`src/hw/floppy_status_map.svh`:
```
// register offsets, bit positions and reset values of the floppy status and output registers
`ifndef FLOPPY_STATUS_MAP_SVH
`define FLOPPY_STATUS_MAP_SVH
`define OFS_STATUS_A 3'h0
`define OFS_STATUS_B 3'h1
`define OFS_DRIVE_OUTPUT 3'h2
`define DRVOUT_RESET 8'h00
`define DRVOUT_SEL_LO 0
`define DRVOUT_SEL_HI 1
`define DRVOUT_SOFT_RESET_N 2
`define DRVOUT_DMA_ENABLE 3
`define DRVOUT_MOTOR_LO 4
`define DRVOUT_MOTOR_HI 7
`define DRVOUT_MOTOR_COUNT 4
`define SOFT_RESET_MIN_NS 100
`define CLK_PERIOD_NS 50
`define SOFT_RESET_MIN_CYC ((`SOFT_RESET_MIN_NS + `CLK_PERIOD_NS - 1) / `CLK_PERIOD_NS)
`define READ_IDLE 8'h00
`define MODE_SEL_A 2'h3
`define MODE_SEL_B 2'h1
`define FORCE_PROTECT_BIT 0
`define STA_DIR_N 0
`define STA_PROTECT 1
`define STA_INDEX 2
`define STA_SIDE_N 3
`define STA_TRACK0 4
`define STA_STEP 5
`define STA_DRQ 6
`define STA_IRQ 7
`define STB_MOTOR0 0
`define STB_MOTOR1 1
`define STB_WRITE_GATE 2
`define STB_RD_TOGGLE 3
`define STB_WD_TOGGLE 4
`define STB_SEL0 5
`define STB_ONES_LO 6
`define STB_ONES_HI 7
`define STB_ONES 2'h3
`define STC_SEL2_N 0
`define STC_SEL3_N 1
`define STC_WRITE_GATE 2
`define STC_RDATA 3
`define STC_WDATA 4
`define STC_SEL0_N 5
`define STC_SEL1_N 6
`define STC_DRIVE2_N 7
`endif

```
`src/hw/floppy_status_pkg.sv`:
```
// types of the floppy status and output registers
package floppy_status_pkg;
  typedef enum logic [2:0] {
    MODE_A = 3'b001,
    MODE_B = 3'b010,
    MODE_C = 3'b100
  } compat_mode_type;
endpackage

```
`src/hw/floppy_status_and_output_regs.sv`:
```
// status registers A and B and the drive output register of the floppy controller
//
// Summary of operation
// - mode C status A bit 0 reads 0 when stepping inward, 1 outward.
// - mode C status A bit 1 reads 1 for protected disk, including forced protect.
// - mode C status A bit 2 is index, bit 4 is track zero, active high.
// - mode C status A bit 3 reads 0 when side 1 selected.
// - mode C status A bit 5 latches step active; cleared by status read or resets.
// - mode C status A bit 6 is DRQ, bit 7 is floppy interrupt level.
// - status B is read only; in mode A its read leaves the bus undriven.
// - mode B status B bits 0,1 motors, bit 2 write gate; hardware reset only.
// - mode B status B bits 3,4 toggle on read data and write data trailing edges.
// - mode B status B bit 5 mirrors drive select bit 0.
// - mode B status B bits 6 and 7 read as one.
// - mode C status B gives active low drive selects and second drive present.
// - mode C status B bit 2 latches write gate rising, clears on status read.
// - mode C status B bit 3 latches read data trailing edge, clears on status read.
// - mode C status B bit 4 latches write data trailing edge, regardless of write gate.
// - drive output register is read/write, resets to zero, untouched by soft reset.
// - drive select field decodes to exactly one of four selects.
// - writing 0 to soft reset bit holds controller reset until 1 written.
// - soft reset lasts at least 100 ns; clear-then-set writes suffice.
// - modes A and C: dma enable gates DRQ, DACK, TC and interrupt.
// - mode B: DMA and interrupt pins always enabled; reset clears dma enable.
// - drive output bit 4 drives motor 0.
// - ident and density bits choose mode A, B or C.
// - drive output bits 5,6,7 drive motors 1,2,3.
`timescale 1ns/1ps
`default_nettype none
`include "floppy_status_map.svh"
module floppy_status_and_output_regs
  import floppy_status_pkg::*;
(
  input wire logic core_clk,
  input wire logic reset_n,
  input wire logic [2:0] hostAddr,
  input wire logic hostRead,
  input wire logic hostWrite,
  input wire logic [7:0] hostWriteData,
  output logic [7:0] hostReadData,
  output logic hostDataOe_n,
  input wire logic inputStatusRead,
  input wire logic ident_cfg,
  input wire logic density_cfg,
  input wire logic [1:0] force_status_cfg,
  input wire logic stepDirIn,
  input wire logic stepOut,
  input wire logic writeProtectIn,
  input wire logic indexIn,
  input wire logic track_zero_in,
  input wire logic head_side_sel,
  input wire logic write_gate,
  input wire logic read_data_in,
  input wire logic write_data_out,
  input wire logic second_drive_present_n,
  input wire logic drqIn,
  input wire logic floppyIrqIn,
  input wire logic dackIn_n,
  input wire logic tcIn,
  output logic drq,
  output logic drqOe_n,
  output logic floppy_irq,
  output logic floppyIrqOe_n,
  output logic dackGated_n,
  output logic tcGated,
  output logic [3:0] drive_sel,
  output logic [3:0] motorOn,
  output logic dma_enable,
  output logic softResetActive
);

  // ***************************************************
  // mode selection
  // ***************************************************
  compat_mode_type mode;
  always_comb begin
    unique case ({ident_cfg, density_cfg})
      `MODE_SEL_A: begin
        mode = MODE_A;
      end
      `MODE_SEL_B: begin
        mode = MODE_B;
      end
      default: begin
        mode = MODE_C;
      end
    endcase
  end

  // ***************************************************
  // address decode
  // ***************************************************

  function automatic logic isOffset(input logic [2:0] addr, input logic [2:0] offset);
    isOffset = (addr == offset);
  endfunction

  function automatic logic isStatusOffset(input logic [2:0] addr);
    isStatusOffset = isOffset(addr, `OFS_STATUS_A) || isOffset(addr, `OFS_STATUS_B);
  endfunction

  // ***************************************************
  // drive output register
  // ***************************************************
  logic [7:0] driveOutputReg;
  logic driveOutWrite;
  assign driveOutWrite = hostWrite && isOffset(hostAddr, `OFS_DRIVE_OUTPUT);

  always_ff @(posedge core_clk) begin
    if (!reset_n) begin
      driveOutputReg <= `DRVOUT_RESET;
    end else if (driveOutWrite) begin
      driveOutputReg <= hostWriteData;
    end
  end

  // soft reset held while the bit is 0, then stretched to the minimum width
  logic [3:0] softCount;
  logic softHeld;
  logic softStretch;
  assign softHeld = !driveOutputReg[`DRVOUT_SOFT_RESET_N];

  always_ff @(posedge core_clk) begin
    if (!reset_n) begin
      softCount <= 4'h0;
    end else if (softHeld) begin
      softCount <= 4'(`SOFT_RESET_MIN_CYC);
    end else if (softStretch) begin
      softCount <= softCount - 4'h1;
    end
  end

  assign softStretch = (softCount != 4'h0);
  assign softResetActive = softHeld || softStretch;

  // ***************************************************
  // drive select and motors
  // ***************************************************

  function automatic logic [3:0] decodeSelect(input logic [1:0] sel);
    decodeSelect = 4'h1 << sel;
  endfunction

  assign drive_sel = decodeSelect(driveOutputReg[`DRVOUT_SEL_HI:`DRVOUT_SEL_LO]);

  // one motor output per enable bit
  for (genvar m = 0; m < `DRVOUT_MOTOR_COUNT; m++) begin : gen_motor
    assign motorOn[m] = driveOutputReg[`DRVOUT_MOTOR_LO + m];
  end

  assign dma_enable = driveOutputReg[`DRVOUT_DMA_ENABLE];

  // ***************************************************
  // DMA and interrupt pin gating
  // ***************************************************
  logic pinsEnabled;
  assign pinsEnabled = (mode == MODE_B) || dma_enable;

  // pass-through levels, released by the output enables below
  assign drq = drqIn;
  assign floppy_irq = floppyIrqIn;

  always_comb begin
    drqOe_n = 1'b1;
    floppyIrqOe_n = 1'b1;
    dackGated_n = 1'b1;
    tcGated = 1'b0;
    if (pinsEnabled) begin
      drqOe_n = 1'b0;
      floppyIrqOe_n = 1'b0;
      dackGated_n = dackIn_n;
      tcGated = tcIn;
    end
  end

  // ***************************************************
  // edge detection and latched flags
  // ***************************************************
  // previous input levels for edge detection
  logic stepPrev;
  logic wgPrev;
  logic rdPrev;
  logic wdPrev;

  always_ff @(posedge core_clk) begin
    if (!reset_n) begin
      stepPrev <= 1'b0;
    end else begin
      stepPrev <= stepOut;
    end
  end

  always_ff @(posedge core_clk) begin
    if (!reset_n) begin
      wgPrev <= 1'b0;
    end else begin
      wgPrev <= write_gate;
    end
  end

  always_ff @(posedge core_clk) begin
    if (!reset_n) begin
      rdPrev <= 1'b0;
    end else begin
      rdPrev <= read_data_in;
    end
  end

  always_ff @(posedge core_clk) begin
    if (!reset_n) begin
      wdPrev <= 1'b0;
    end else begin
      wdPrev <= write_data_out;
    end
  end

  logic stepRise;
  logic wgRise;
  logic rdFall;
  logic wdFall;

  assign stepRise = stepOut && !stepPrev;
  assign wgRise = write_gate && !wgPrev;
  assign rdFall = !read_data_in && rdPrev;
  assign wdFall = !write_data_out && wdPrev;

  // ***************************************************
  // read-cleared flags
  // ***************************************************

  // set wins over the clear by read
  logic stepFlag;
  logic wgFlag;
  logic rdFlag;
  logic wdFlag;

  always_ff @(posedge core_clk) begin
    if (!reset_n || softResetActive) begin
      stepFlag <= 1'b0;
    end else if (stepRise) begin
      stepFlag <= 1'b1;
    end else if (inputStatusRead) begin
      stepFlag <= 1'b0;
    end
  end

  always_ff @(posedge core_clk) begin
    if (!reset_n) begin
      wgFlag <= 1'b0;
    end else if (wgRise) begin
      wgFlag <= 1'b1;
    end else if (inputStatusRead) begin
      wgFlag <= 1'b0;
    end
  end

  always_ff @(posedge core_clk) begin
    if (!reset_n) begin
      rdFlag <= 1'b0;
    end else if (rdFall) begin
      rdFlag <= 1'b1;
    end else if (inputStatusRead) begin
      rdFlag <= 1'b0;
    end
  end

  always_ff @(posedge core_clk) begin
    if (!reset_n) begin
      wdFlag <= 1'b0;
    end else if (wdFall) begin
      wdFlag <= 1'b1;
    end else if (inputStatusRead) begin
      wdFlag <= 1'b0;
    end
  end

  // ***************************************************
  // mode B toggles
  // ***************************************************

  logic rdToggle;
  logic wdToggle;

  always_ff @(posedge core_clk) begin
    if (!reset_n) begin
      rdToggle <= 1'b0;
    end else if (rdFall) begin
      rdToggle <= !rdToggle;
    end
  end

  always_ff @(posedge core_clk) begin
    if (!reset_n) begin
      wdToggle <= 1'b0;
    end else if (wdFall) begin
      wdToggle <= !wdToggle;
    end
  end

  // ***************************************************
  // read data assembly
  // ***************************************************
  logic [7:0] statusA;
  logic [7:0] statusB;
  logic [7:0] next_readData;
  logic protect;
  assign protect = writeProtectIn || force_status_cfg[`FORCE_PROTECT_BIT];

  always_comb begin
    statusA = `READ_IDLE;
    statusA[`STA_DIR_N] = !stepDirIn;
    statusA[`STA_PROTECT] = protect;
    statusA[`STA_INDEX] = indexIn;
    statusA[`STA_SIDE_N] = !head_side_sel;
    statusA[`STA_TRACK0] = track_zero_in;
    statusA[`STA_STEP] = stepFlag;
    statusA[`STA_DRQ] = drqIn;
    statusA[`STA_IRQ] = floppyIrqIn;
  end

  // ***************************************************
  // status B
  // ***************************************************

  always_comb begin
    statusB = `READ_IDLE;
    if (mode == MODE_B) begin
      statusB[`STB_MOTOR0] = motorOn[0];
      statusB[`STB_MOTOR1] = motorOn[1];
      statusB[`STB_WRITE_GATE] = write_gate;
      statusB[`STB_RD_TOGGLE] = rdToggle;
      statusB[`STB_WD_TOGGLE] = wdToggle;
      statusB[`STB_SEL0] = driveOutputReg[`DRVOUT_SEL_LO];
      statusB[`STB_ONES_HI:`STB_ONES_LO] = `STB_ONES;
    end else begin
      statusB[`STC_SEL2_N] = !drive_sel[2];
      statusB[`STC_SEL3_N] = !drive_sel[3];
      statusB[`STC_WRITE_GATE] = wgFlag;
      statusB[`STC_RDATA] = rdFlag;
      statusB[`STC_WDATA] = wdFlag;
      statusB[`STC_SEL0_N] = !drive_sel[0];
      statusB[`STC_SEL1_N] = !drive_sel[1];
      statusB[`STC_DRIVE2_N] = second_drive_present_n;
    end
  end

  // ***************************************************
  // host read port
  // ***************************************************

  always_comb begin
    unique case (hostAddr)
      `OFS_STATUS_A: next_readData = statusA;
      `OFS_STATUS_B: next_readData = statusB;
      `OFS_DRIVE_OUTPUT: next_readData = driveOutputReg;
      default: next_readData = `READ_IDLE;
    endcase
  end

  logic readDrive;

  always_ff @(posedge core_clk) begin
    if (!reset_n) begin
      hostReadData <= `READ_IDLE;
    end else begin
      hostReadData <= next_readData;
    end
  end

  // status reads in mode A leave the bus undriven
  always_ff @(posedge core_clk) begin
    if (!reset_n) begin
      readDrive <= 1'b0;
    end else begin
      readDrive <= hostRead && (isOffset(hostAddr, `OFS_DRIVE_OUTPUT) ||
                   (mode != MODE_A && isStatusOffset(hostAddr)));
    end
  end
  assign hostDataOe_n = !readDrive;

endmodule
`default_nettype wire

```
`config.mk`:
```
export PLATFORM = sky130hd
export DESIGN_NAME = floppy_status_and_output_regs
export DESIGN_NICKNAME = d
export VERILOG_FILES = /design/src/hw/floppy_status_pkg.sv /design/src/hw/floppy_status_and_output_regs.sv
export VERILOG_INCLUDE_DIRS = /design/src /design/src/hw
export SDC_FILE = /design/constraint.sdc
export NUM_CORES = 1
export LEC_CHECK = 0
export ABC_CLOCK_PERIOD_IN_PS = 1500
export BUFFER_PORTS_ARGS = -buffer_cell sky130_fd_sc_hd__buf_2
export CELL_PAD_IN_SITES_DETAIL_PLACEMENT = 1
export CELL_PAD_IN_SITES_GLOBAL_PLACEMENT = 1
export CORE_ASPECT_RATIO = 1.4
export CORE_UTILIZATION = 33
export DETAILED_ROUTE_END_ITERATION = 16
export PLACE_DENSITY_LB_ADDON = 0.1
export SYNTH_ARGS = -nofsm -noshare
export SYNTH_HDL_FRONTEND = slang
export SYNTH_SLANG_ARGS = --single-unit
```
`constraint.sdc`:
```
create_clock -name core_clk -period 1.5 [get_ports core_clk]
set_clock_uncertainty 0.15 [all_clocks]
set_input_delay 0.225 -clock core_clk [delete_from_list [all_inputs] [get_ports core_clk]]
set_output_delay 0.225 -clock core_clk [all_outputs]
set_load 0.01 [all_outputs]
```
==> results of run 1 <==
-- cell usage in the layout, fill, tap and decap left out, types with 2 or more instances in the layout --
| master | count |
|---|---|
| o21ai_0 | 4 |
| mux2_2 | 2 |
| clkbuf_1 | 2 |
| and2_1 | 3 |
| dfxtp_1 | 26 |
| inv_1 | 8 |
| xor2_1 | 2 |
| buf_4 | 11 |
| buf_2 | 56 |
| nor3_1 | 4 |
| nor2_1 | 18 |
| clkbuf_8 | 5 |
| nand2b_1 | 5 |
| nand2_1 | 5 |
| dfxtp_2 | 4 |
| nor2b_1 | 5 |
| a21oi_1 | 8 |
| o22ai_1 | 7 |
| mux2i_1 | 15 |
| nand3b_1 | 3 |
-- flip-flops by register name, summed over array words and instances, names as in the netlist --
signal,count
rdToggle,1
wgFlag,1
wgPrev,1
rdPrev,1
hostReadData,8
driveOutputReg,8
wdToggle,1
rdFlag,1
readDrive,1
stepFlag,1
wdFlag,1
softCount,4
wdPrev,1
stepPrev,1
-- timing repair --
action | 4_1_cts | 5_1_grt
gates cloned | 0 | 0
pin swaps | 1 | 1
resized for setup | 4 | 6
setup endpoints to repair | 2 | 4
setup buffers | 0 | 3
-- power by group through the flow --
stage                     clock network (mW)  logic (mW)  registers, mW
after floorplan                            0       0.120          0.885
after global placement                     0       0.206          0.884
after detailed placement                   0       0.215          0.885
after CTS                              0.638       0.217          0.868
after global routing                   0.677       0.242          0.869
final                                  0.615       0.217          0.866
-- worst max-delay path by stage --
stage	slack (ps)	startpoint	endpoint
global placement	130	hostAddr[1]	driveOutputReg[5]
floorplan	250	density_cfg	dackGated_n
CTS	10	softCount[3]	softResetActive
finish	40	softCount[3]	softResetActive
global route	-30	softCount[3]	softResetActive
detailed placement	60	hostAddr[1]	driveOutputReg[1]
-- per-layer routing --
metal | global-route usage | share of wire | wire length [um]
met1 | 0.193 | 0.41 | 1470
met2 | 0.332 | 0.53 | 1910
met3 | 0.0395 | 0.045 | 160
met4 | 0.0659 | 0.015 | 55
met5 | 0 | 0 | 0
-- stage by stage --
stage,instance area [sq um],std cells,setup TNS (ps),hold WS (ps),utilization
floorplan,1370,146,0,197,-
global placement,1680,242,0,289,0.426
detailed placement,1680,242,0,294,0.426
CTS,1780,250,0,6.88,0.450
global route,1820,253,-34.9,12.2,0.460
finish,1820,253,0,11.4,0.460
-- layout make-up --
class	count	area share
clock buffer	7	0.0420
clock inverter	1	0.00275
inverter	8	0.0165
multi-input combinational	94	0.346
sequential	31	0.346
tap	43	0.0296
timing repair buffer	69	0.217
-- cells by family (layout without fill, tap and decap cells) --
kind of cell	Yosys count	after routing	synth area share
AND/OR/NAND/NOR	50	50	0.193
buffers and inverters	21	85	0.0953
flip-flops	31	31	0.455
AO/OA/AOI/OAI	24	24	0.106
multiplexers	18	18	0.137
XOR/XNOR	2	2	0.0128
-- critical path, cell delays in order, from the launching register on --
cell      delay, ps
dfxtp_4         360
nor3_4          210
nand3b_1         90
buf_2           150
==> results.json, run 1 <==
{
  "clock_sink_count": 31,
  "clkLatencyLatePin_ps": 270,
  "drive_above_1_share": 0.410,
  "worst_slew_pin_slew_ps": 489,
  "p_sw_frac": 0.241,
  "syn-num-nets": 180,
  "fin_crit_sh": 0.973,
  "vias": 1243,
  "ys_ff_latch": 31,
  "synth_area_leaders": "dfxtp_1 45%, mux2i_1 11%, buf_4 4.9%, nor2_1 4.9%, o22ai_1 3.2%",
  "fin_crit_ps": 1460,
  "globalplace.congestion": 0.713,
  "critPathMaxFanout": 3,
  "syn-cell-area_sq_um": 1370,
  "num-fill-cells": 491,
  "ys_seq_area_frac": 0.455,
  "grt_use_total": 0.178,
  "clock_power_share": 0.362,
  "antenna_found_initial": 0,
  "final-seq-area_sq_um": 629,
  "synth_commonest_cells": "31 x dfxtp_1, 18 x nor2_1, 15 x mux2i_1, 9 x buf_4",
  "hold_buffers": 0,
  "r2r-start": "driveOutputReg[1]",
  "hold_viol_final": 0,
  "cts_buffers": 5,
  "cts_tree": "done",
  "viasPerCell": 4.91,
  "pre_cts_ws_ps": 56.8,
  "endpoint_kind": "output port",
  "post-route-drc-count": 0,
  "portBuffers": 57,
  "core_area_sq_um": 3950,
  "seq_power_share": 0.510,
  "grt_pass1_wl_um": 6080,
  "drt_wl_total_um": 3590,
  "synth-edff-count": 0,
  "setup_viol": 0,
  "min_path_type": "in -> reg",
  "hpwl_um": 2800,
  "avgSynthCellArea_sq_um": 9.35,
  "grt_pass1_vias": 1297,
  "yosys.area.top_type": "dfxtp_1",
  "syn_inst": 146,
  "wl_per_cell_um": 14.2,
  "grt_max_degree": 16,
  "ant_nets": 0,
  "hold_depth": 2,
  "first_pass_iters": 4,
  "rows": 27,
  "final.setup.worst_slack_ps": 40.9,
  "yosysUniqueCellTypes": 30,
  "fin_nets": 243,
  "r2r_end": "hostReadData[0]",
  "areaGrowthSynthToFinish_pct": 33.1,
  "ios": 59,
  "cts_root_buffer": "clkbuf_8",
  "yosysWarnings": 0,
  "hp-start": "write_data_out",
  "rsz0062_at_grt": "true",
  "power_mw": 1.70,
  "p_comb_frac": 0.128,
  "die_h_um": 78.1,
  "p_switching_mw": 0.408,
  "synth.most_common_cell": "dfxtp_1",
  "critPathRequiredTime_ps": 1120,
  "maxSlewHeadroom": 0.673,
  "synthFlopType": "dfxtp_1",
  "dieArea_sq_um": 4400,
  "min_to": "wdPrev",
  "power_density_nw_per_um2": 935,
  "arrival_ps": 1080,
  "drv_slew": 0,
  "first_iter_violations": 17,
  "die_x_um": 56.4,
  "intPower_mw": 1.29,
  "multi_input_area_sq_um": 628,
  "start_util": 0.345,
  "path_clk_slew_ps": 60,
  "grt_overflow": 0,
  "clock_path_buffers": 2,
  "peakVddDrop_v": 0.000494,
  "timing.fmax_mhz": 685,
  "yosysTopAreaCellShare": 0.455,
  "maxCapViolCount": 0,
  "path_class": "reg -> out",
  "leakage_nw": 0.861,
  "h-tree-depth": 2,
  "outcome": "complete, no violations",
  "n_antenna_cell": 0,
  "r2r_cells": 3,
  "ys_async_sr_fraction": 0,
  "cp-start-kind": "flip-flop",
  "r2r_slack_ps": 380
}
Power figures use the tool's default switching activity.
==> run 2: changes to the inputs <==
--- a/config.mk
+++ b/config.mk
@@ -6,12 +6,12 @@
 export SDC_FILE = /design/constraint.sdc
 export NUM_CORES = 1
 export LEC_CHECK = 0
-export ABC_CLOCK_PERIOD_IN_PS = 1500
+export ABC_CLOCK_PERIOD_IN_PS = 1800
 export BUFFER_PORTS_ARGS = -buffer_cell sky130_fd_sc_hd__buf_2
 export CELL_PAD_IN_SITES_DETAIL_PLACEMENT = 1
 export CELL_PAD_IN_SITES_GLOBAL_PLACEMENT = 1
 export CORE_ASPECT_RATIO = 1.4
-export CORE_UTILIZATION = 33
+export CORE_UTILIZATION = 36
 export DETAILED_ROUTE_END_ITERATION = 16
 export PLACE_DENSITY_LB_ADDON = 0.1
 export SYNTH_ARGS = -nofsm -noshare
==> constraint.sdc (replaced) <==
create_clock -name core_clk -period 1.8 [get_ports core_clk]
set_clock_uncertainty 0.15 [all_clocks]
set_input_delay 0.27 -clock core_clk [delete_from_list [all_inputs] [get_ports core_clk]]
set_output_delay 0.27 -clock core_clk [all_outputs]
set_load 0.01 [all_outputs]
==> run 2 against run 1 <==
  * Design area down 5.7%
  * Critical path depth unchanged
  * Sequential share of layout area rose by 1.6 points
  * Largest cell class unchanged
  * Register-to-register slack improved by 230 ps
  * Global-route usage grew 1.3 points
  * Power fell by 16%
  * Flip-flop and latch count stayed put
  * First-iteration DRC count up 41%
  * Clock power down 11%
  * Combinational power down 24%
  * Routed wire length fell by 2.3%
  * Final cell count shrank 4.3%
==> results.json, run 2 (synthesized netlist as in run 1, its figures left out) <==
{
  "outcome": "complete, no violations",
  "start_util": 0.375,
  "min_to": "wdPrev",
  "placedCellCount": 235,
  "ant_nets": 0,
  "hp-start": "write_data_out",
  "endpoint_kind": "output port",
  "reg_top3": "driveOutputReg x8, hostReadData x8, softCount x4",
  "final_core_util": 0.470,
  "cts_tree": "done",
  "arrival_ps": 1220,
  "first_iter_violations": 24,
  "dieArea_sq_um": 4050,
  "setup_viol": 0,
  "pre_cts_ws_ps": 242,
  "r2r_end": "hostReadData[0]",
  "hold_depth": 2,
  "critPathRequiredTime_ps": 1380,
  "r2r_slack_ps": 610,
  "areaGrowthSynthToFinish_pct": 25.5,
  "antenna_found_initial": 0,
  "crit_chain": "nor3_1 -> nand3b_1 -> buf_2",
  "rows": 26,
  "die_h_um": 74.9,
  "slowest_delay_ps": 340,
  "cts_root_buffer": "clkbuf_8",
  "drive_above_1_share": 0.360,
  "first_pass_iters": 2,
  "post_cts_buffers": 0,
  "fin_cells": 242,
  "clkLatencyLatePin_ps": 280,
  "final.setup.worst_slack_ps": 159,
  "fin_crit_sh": 0.912,
  "finalSetupTns_ps": 0,
  "globalplace.congestion": 0.703,
  "rsz0062_at_grt": "false",
  "maxCapViolCount": 0,
  "vias": 1195,
  "mostFrequentLayoutCells": "57 x buf_2, 31 x dfxtp_1, 18 x nor2_1",
  "hold_viol_final": 0,
  "maxSlewHeadroom": 0.672,
  "path_class": "reg -> out",
  "grt_max_degree": 16,
  "fin_crit_ps": 1640,
  "clock_sink_count": 31,
  "hold_ws_ps": 44.4,
  "layout_commonest_cell": "buf_2",
  "min_path_type": "in -> reg",
  "post-route-drc-count": 0,
  "wl_per_cell_um": 14.5,
  "path_clk_slew_ps": 60,
  "hpwl_um": 2720,
  "drv_slew": 0,
  "h-tree-depth": 2,
  "critPathMaxFanout": 5,
  "grt_use_total": 0.192,
  "r2r_cells": 3,
  "fin_nets": 234,
  "ios": 59,
  "cts_buffers": 5,
  "worst_slew_pin_slew_ps": 492,
  "critPathSlowestCell": "dfxtp_1",
  "viasPerCell": 4.94,
  "r2r-start": "driveOutputReg[1]",
  "wl_met2_um": 1840,
  "clock_path_buffers": 2,
  "wl_met3_um": 210,
  "die_x_um": 54.0,
  "hold_buffers": 0,
  "grt_overflow": 0,
  "power_density_nw_per_um2": 838,
  "drt_wl_total_um": 3510,
  "timing.fmax_mhz": 609,
  "cp-start-kind": "flip-flop",
  "core_area_sq_um": 3640,
  "leakage_nw": 0.809,
  "portBuffers": 57,
  "n_antenna_cell": 0,
  "maxUsedRoutingLayer": "met4",
  "cts_resized": 0,
  "wl_met1_um": 1390,
  "grt_pass1_wl_um": 5360,
  "grt_pass1_vias": 1170,
  "peakVddDrop_v": 0.000593
}
==> run 2: routing by layer <==
metal | global-route usage | vias up
met5 | 0 | -
li1 | - | 592
met1 | 0.202 | 560
met4 | 0.0855 | 0
met3 | 0.0566 | 5
met2 | 0.342 | 38
==> run 2: critical path, delay by kind of cell (launching register included) <==
family | cells | cell delay, ps
buffers and inverters | 1 | 150
DFF | 1 | 340
and+or+nand+nor | 2 | 450
==> run 2: cell type report <==
class,count,area (sq um)
clock buffer,6,82.6
clock inverter,1,5.00
fill,472,1930
inverter,8,30.0
multi-input combinational,94,614
sequential,31,621
tap,42,52.6
timing repair buffer,60,308
==> run 2: worst max path at each step <==
stage	from	end	slack, ps	cells past startpoint
after global routing	softCount[1]	softResetActive	80	3
after detailed placement	hostAddr[0]	driveOutputReg[7]	240	5
after CTS	softCount[1]	softResetActive	140	3
after global placement	hostAddr[0]	driveOutputReg[4]	300	5
after floorplan	density_cfg	dackGated_n	460	3
final	softCount[1]	softResetActive	160	3
==> run 2: power by group <==
group	leakage (nW)	switching [mW]	internal (mW)	total, mW
registers	0.253	0.0129	0.709	0.722
clock network	0.0470	0.249	0.299	0.548
logic	0.509	0.0828	0.0818	0.165
==> run 2: per-stage QoR <==
step,cell area [sq um],power (mW)
after detailed placement,1630,0.904
after CTS,1710,1.46
after global placement,1630,0.895
after global routing,1710,1.50
after floorplan,1370,0.837
final,1710,1.43
==> run 3: changes to the inputs <==
--- a/config.mk
+++ b/config.mk
@@ -8,12 +8,10 @@
 export LEC_CHECK = 0
 export ABC_CLOCK_PERIOD_IN_PS = 1800
 export BUFFER_PORTS_ARGS = -buffer_cell sky130_fd_sc_hd__buf_2
-export CELL_PAD_IN_SITES_DETAIL_PLACEMENT = 1
-export CELL_PAD_IN_SITES_GLOBAL_PLACEMENT = 1
 export CORE_ASPECT_RATIO = 1.4
-export CORE_UTILIZATION = 36
+export CORE_UTILIZATION = 45
 export DETAILED_ROUTE_END_ITERATION = 16
-export PLACE_DENSITY_LB_ADDON = 0.1
+export PLACE_DENSITY = 0.76
 export SYNTH_ARGS = -nofsm -noshare
 export SYNTH_HDL_FRONTEND = slang
 export SYNTH_SLANG_ARGS = --single-unit
==> run 3 against run 2 <==
  * Combinational power shrank 3%
  * Sequential share of layout area shrank 0.21 points
  * Final cell count is 1.7% lower
  * Fmax shrank 2.5%
  * Global-route usage rose by 1.6 points
  * Largest power group unchanged
==> results.json, run 3 (synthesized netlist as in run 1, its figures left out) <==
{
  "start_util": 0.474,
  "path_clk_slew_ps": 60,
  "rsz0062_at_grt": "false",
  "critPathMaxFanout": 5,
  "hold_buffers": 0,
  "ios": 59,
  "die_h_um": 67.2,
  "r2r_cells": 3,
  "seq_power_share": 0.488,
  "vias": 1178,
  "grt_pass1_vias": 1211,
  "power_density_nw_per_um2": 858,
  "slowest_delay_ps": 350,
  "cts_buffers": 5,
  "wl_met3_um": 175,
  "clock_path_buffers": 2,
  "leakage_nw": 0.813,
  "grt_pass1_wl_um": 4890,
  "path_class": "reg -> out",
  "post_cts_buffers": 0,
  "cts_root_buffer": "clkbuf_8",
  "hp-start": "read_data_in",
  "setup_viol": 0,
  "areaGrowthSynthToFinish_pct": 26.2,
  "p_comb_frac": 0.108,
  "cts_resized": 0,
  "maxSlewHeadroom": 0.715,
  "clock_sink_count": 31,
  "placedCellCount": 230,
  "layout_commonest_cell": "buf_2",
  "viasPerCell": 4.95,
  "drv_slew": 0,
  "clock_power_share": 0.404,
  "hpwl_um": 2380,
  "cts_tree": "done",
  "globalplace.congestion": 0.826,
  "timing.fmax_mhz": 594,
  "fin_crit_ps": 1680,
  "maxCapViolCount": 0,
  "finalSetupTns_ps": 0,
  "intPower_mw": 1.14,
  "arrival_ps": 1260,
  "hold_viol_final": 0,
  "dieArea_sq_um": 3260,
  "drt_wl_total_um": 2990,
  "first_pass_iters": 4,
  "post-route-drc-count": 0,
  "critPathSlowestCell": "dfxtp_1",
  "p_switching_mw": 0.341,
  "hold_depth": 2,
  "reg_top3": "driveOutputReg x8, hostReadData x8, softCount x4",
  "wl_met1_um": 1110,
  "r2r-start": "driveOutputReg[1]",
  "mostFrequentLayoutCells": "57 x buf_2, 31 x dfxtp_1, 18 x nor2_1",
  "wl_met2_um": 1610,
  "endpoint_kind": "output port",
  "min_to": "rdPrev",
  "fin_crit_sh": 0.935,
  "wl_per_cell_um": 12.6,
  "clkLatencyLatePin_ps": 280,
  "p_sw_frac": 0.231,
  "r2r_end": "hostReadData[0]",
  "critPathRequiredTime_ps": 1380,
  "r2r_slack_ps": 620,
  "outcome": "complete, no violations",
  "grt_use_total": 0.207,
  "crit_chain": "nor3_1 -> nand3b_1 -> buf_2",
  "min_path_type": "in -> reg",
  "fin_nets": 234,
  "core_area_sq_um": 2880,
  "die_x_um": 48.6,
  "grt_max_degree": 18,
  "ant_nets": 0,
  "peakVddDrop_v": 0.000761,
  "fin_cells": 238,
  "antenna_found_initial": 0,
  "worst_slew_pin_slew_ps": 427,
  "n_antenna_cell": 0,
  "portBuffers": 57,
  "first_iter_violations": 31,
  "grt_overflow": 0,
  "rows": 23,
  "drive_above_1_share": 0.363,
  "cp-start-kind": "flip-flop",
  "maxUsedRoutingLayer": "met4",
  "h-tree-depth": 2
}
-- run 3: changes by cell type in the layout (fill, tap and decap cells not counted) --
cell	delta
clkbuf_8	+1
clkinv_2	-1
clkinvlp_4	+1
-- run 3: cell type report --
type	instances	area (sq um)
Inverter	8	30.0
Tap cell	37	46.3
Fill cell	276	1150
Multi-Input combinational cell	94	614
Sequential cell	31	621
Timing Repair Buffer	60	308
Clock inverter	1	7.51
Clock buffer	7	96.3
-- run 3: power by group through the flow --
stage / logic (mW) / clock network (mW) / registers (mW)
2_1_floorplan: 0.0998 / 0 / 0.737
3_3_place_gp: 0.156 / 0 / 0.735
3_5_place_dp: 0.160 / 0 / 0.737
4_1_cts: 0.161 / 0.612 / 0.722
5_1_grt: 0.178 / 0.652 / 0.724
6_report: 0.160 / 0.597 / 0.722
-- run 3: worst max-delay path, delay by kind of cell (launching register included) --
| family | cells | cell delay (ps) |
|---|---|---|
| buffers and inverters | 1 | 160 |
| AND/OR/NAND/NOR | 2 | 480 |
| flip-flops | 1 | 350 |
-- run 3: metal layers --
metal,vias up,track usage
li1,595,-
met1,534,0.184
met2,41,0.379
met3,8,0.0833
met4,0,0.158
met5,-,0
-- run 3: how the worst max path moves through the flow --
| stage | startpoint | endpoint | slack (ps) |
|---|---|---|---|
| after floorplan | density_cfg | dackGated_n | 460 |
| after global placement | hostAddr[1] | driveOutputReg[7] | 290 |
| after detailed placement | hostAddr[1] | driveOutputReg[2] | 240 |
| after CTS | softCount[1] | softResetActive | 120 |
| after global routing | softCount[1] | softResetActive | 60 |
| final | softCount[1] | softResetActive | 120 |
-- run 3: per-stage QoR --
| stage | utilization | power [mW] | hold WS [ps] | setup slack, ps | instance area, sq um |
|---|---|---|---|---|---|
| after floorplan | - | 0.837 | 242 | 459 | 1370 |
| after global placement | 0.563 | 0.891 | 308 | 291 | 1620 |
| after detailed placement | 0.563 | 0.897 | 312 | 237 | 1620 |
| after CTS | 0.599 | 1.49 | 46.2 | 122 | 1720 |
| after global routing | 0.599 | 1.55 | 54.2 | 61.6 | 1720 |
| final | 0.599 | 1.48 | 54.0 | 117 | 1720 |
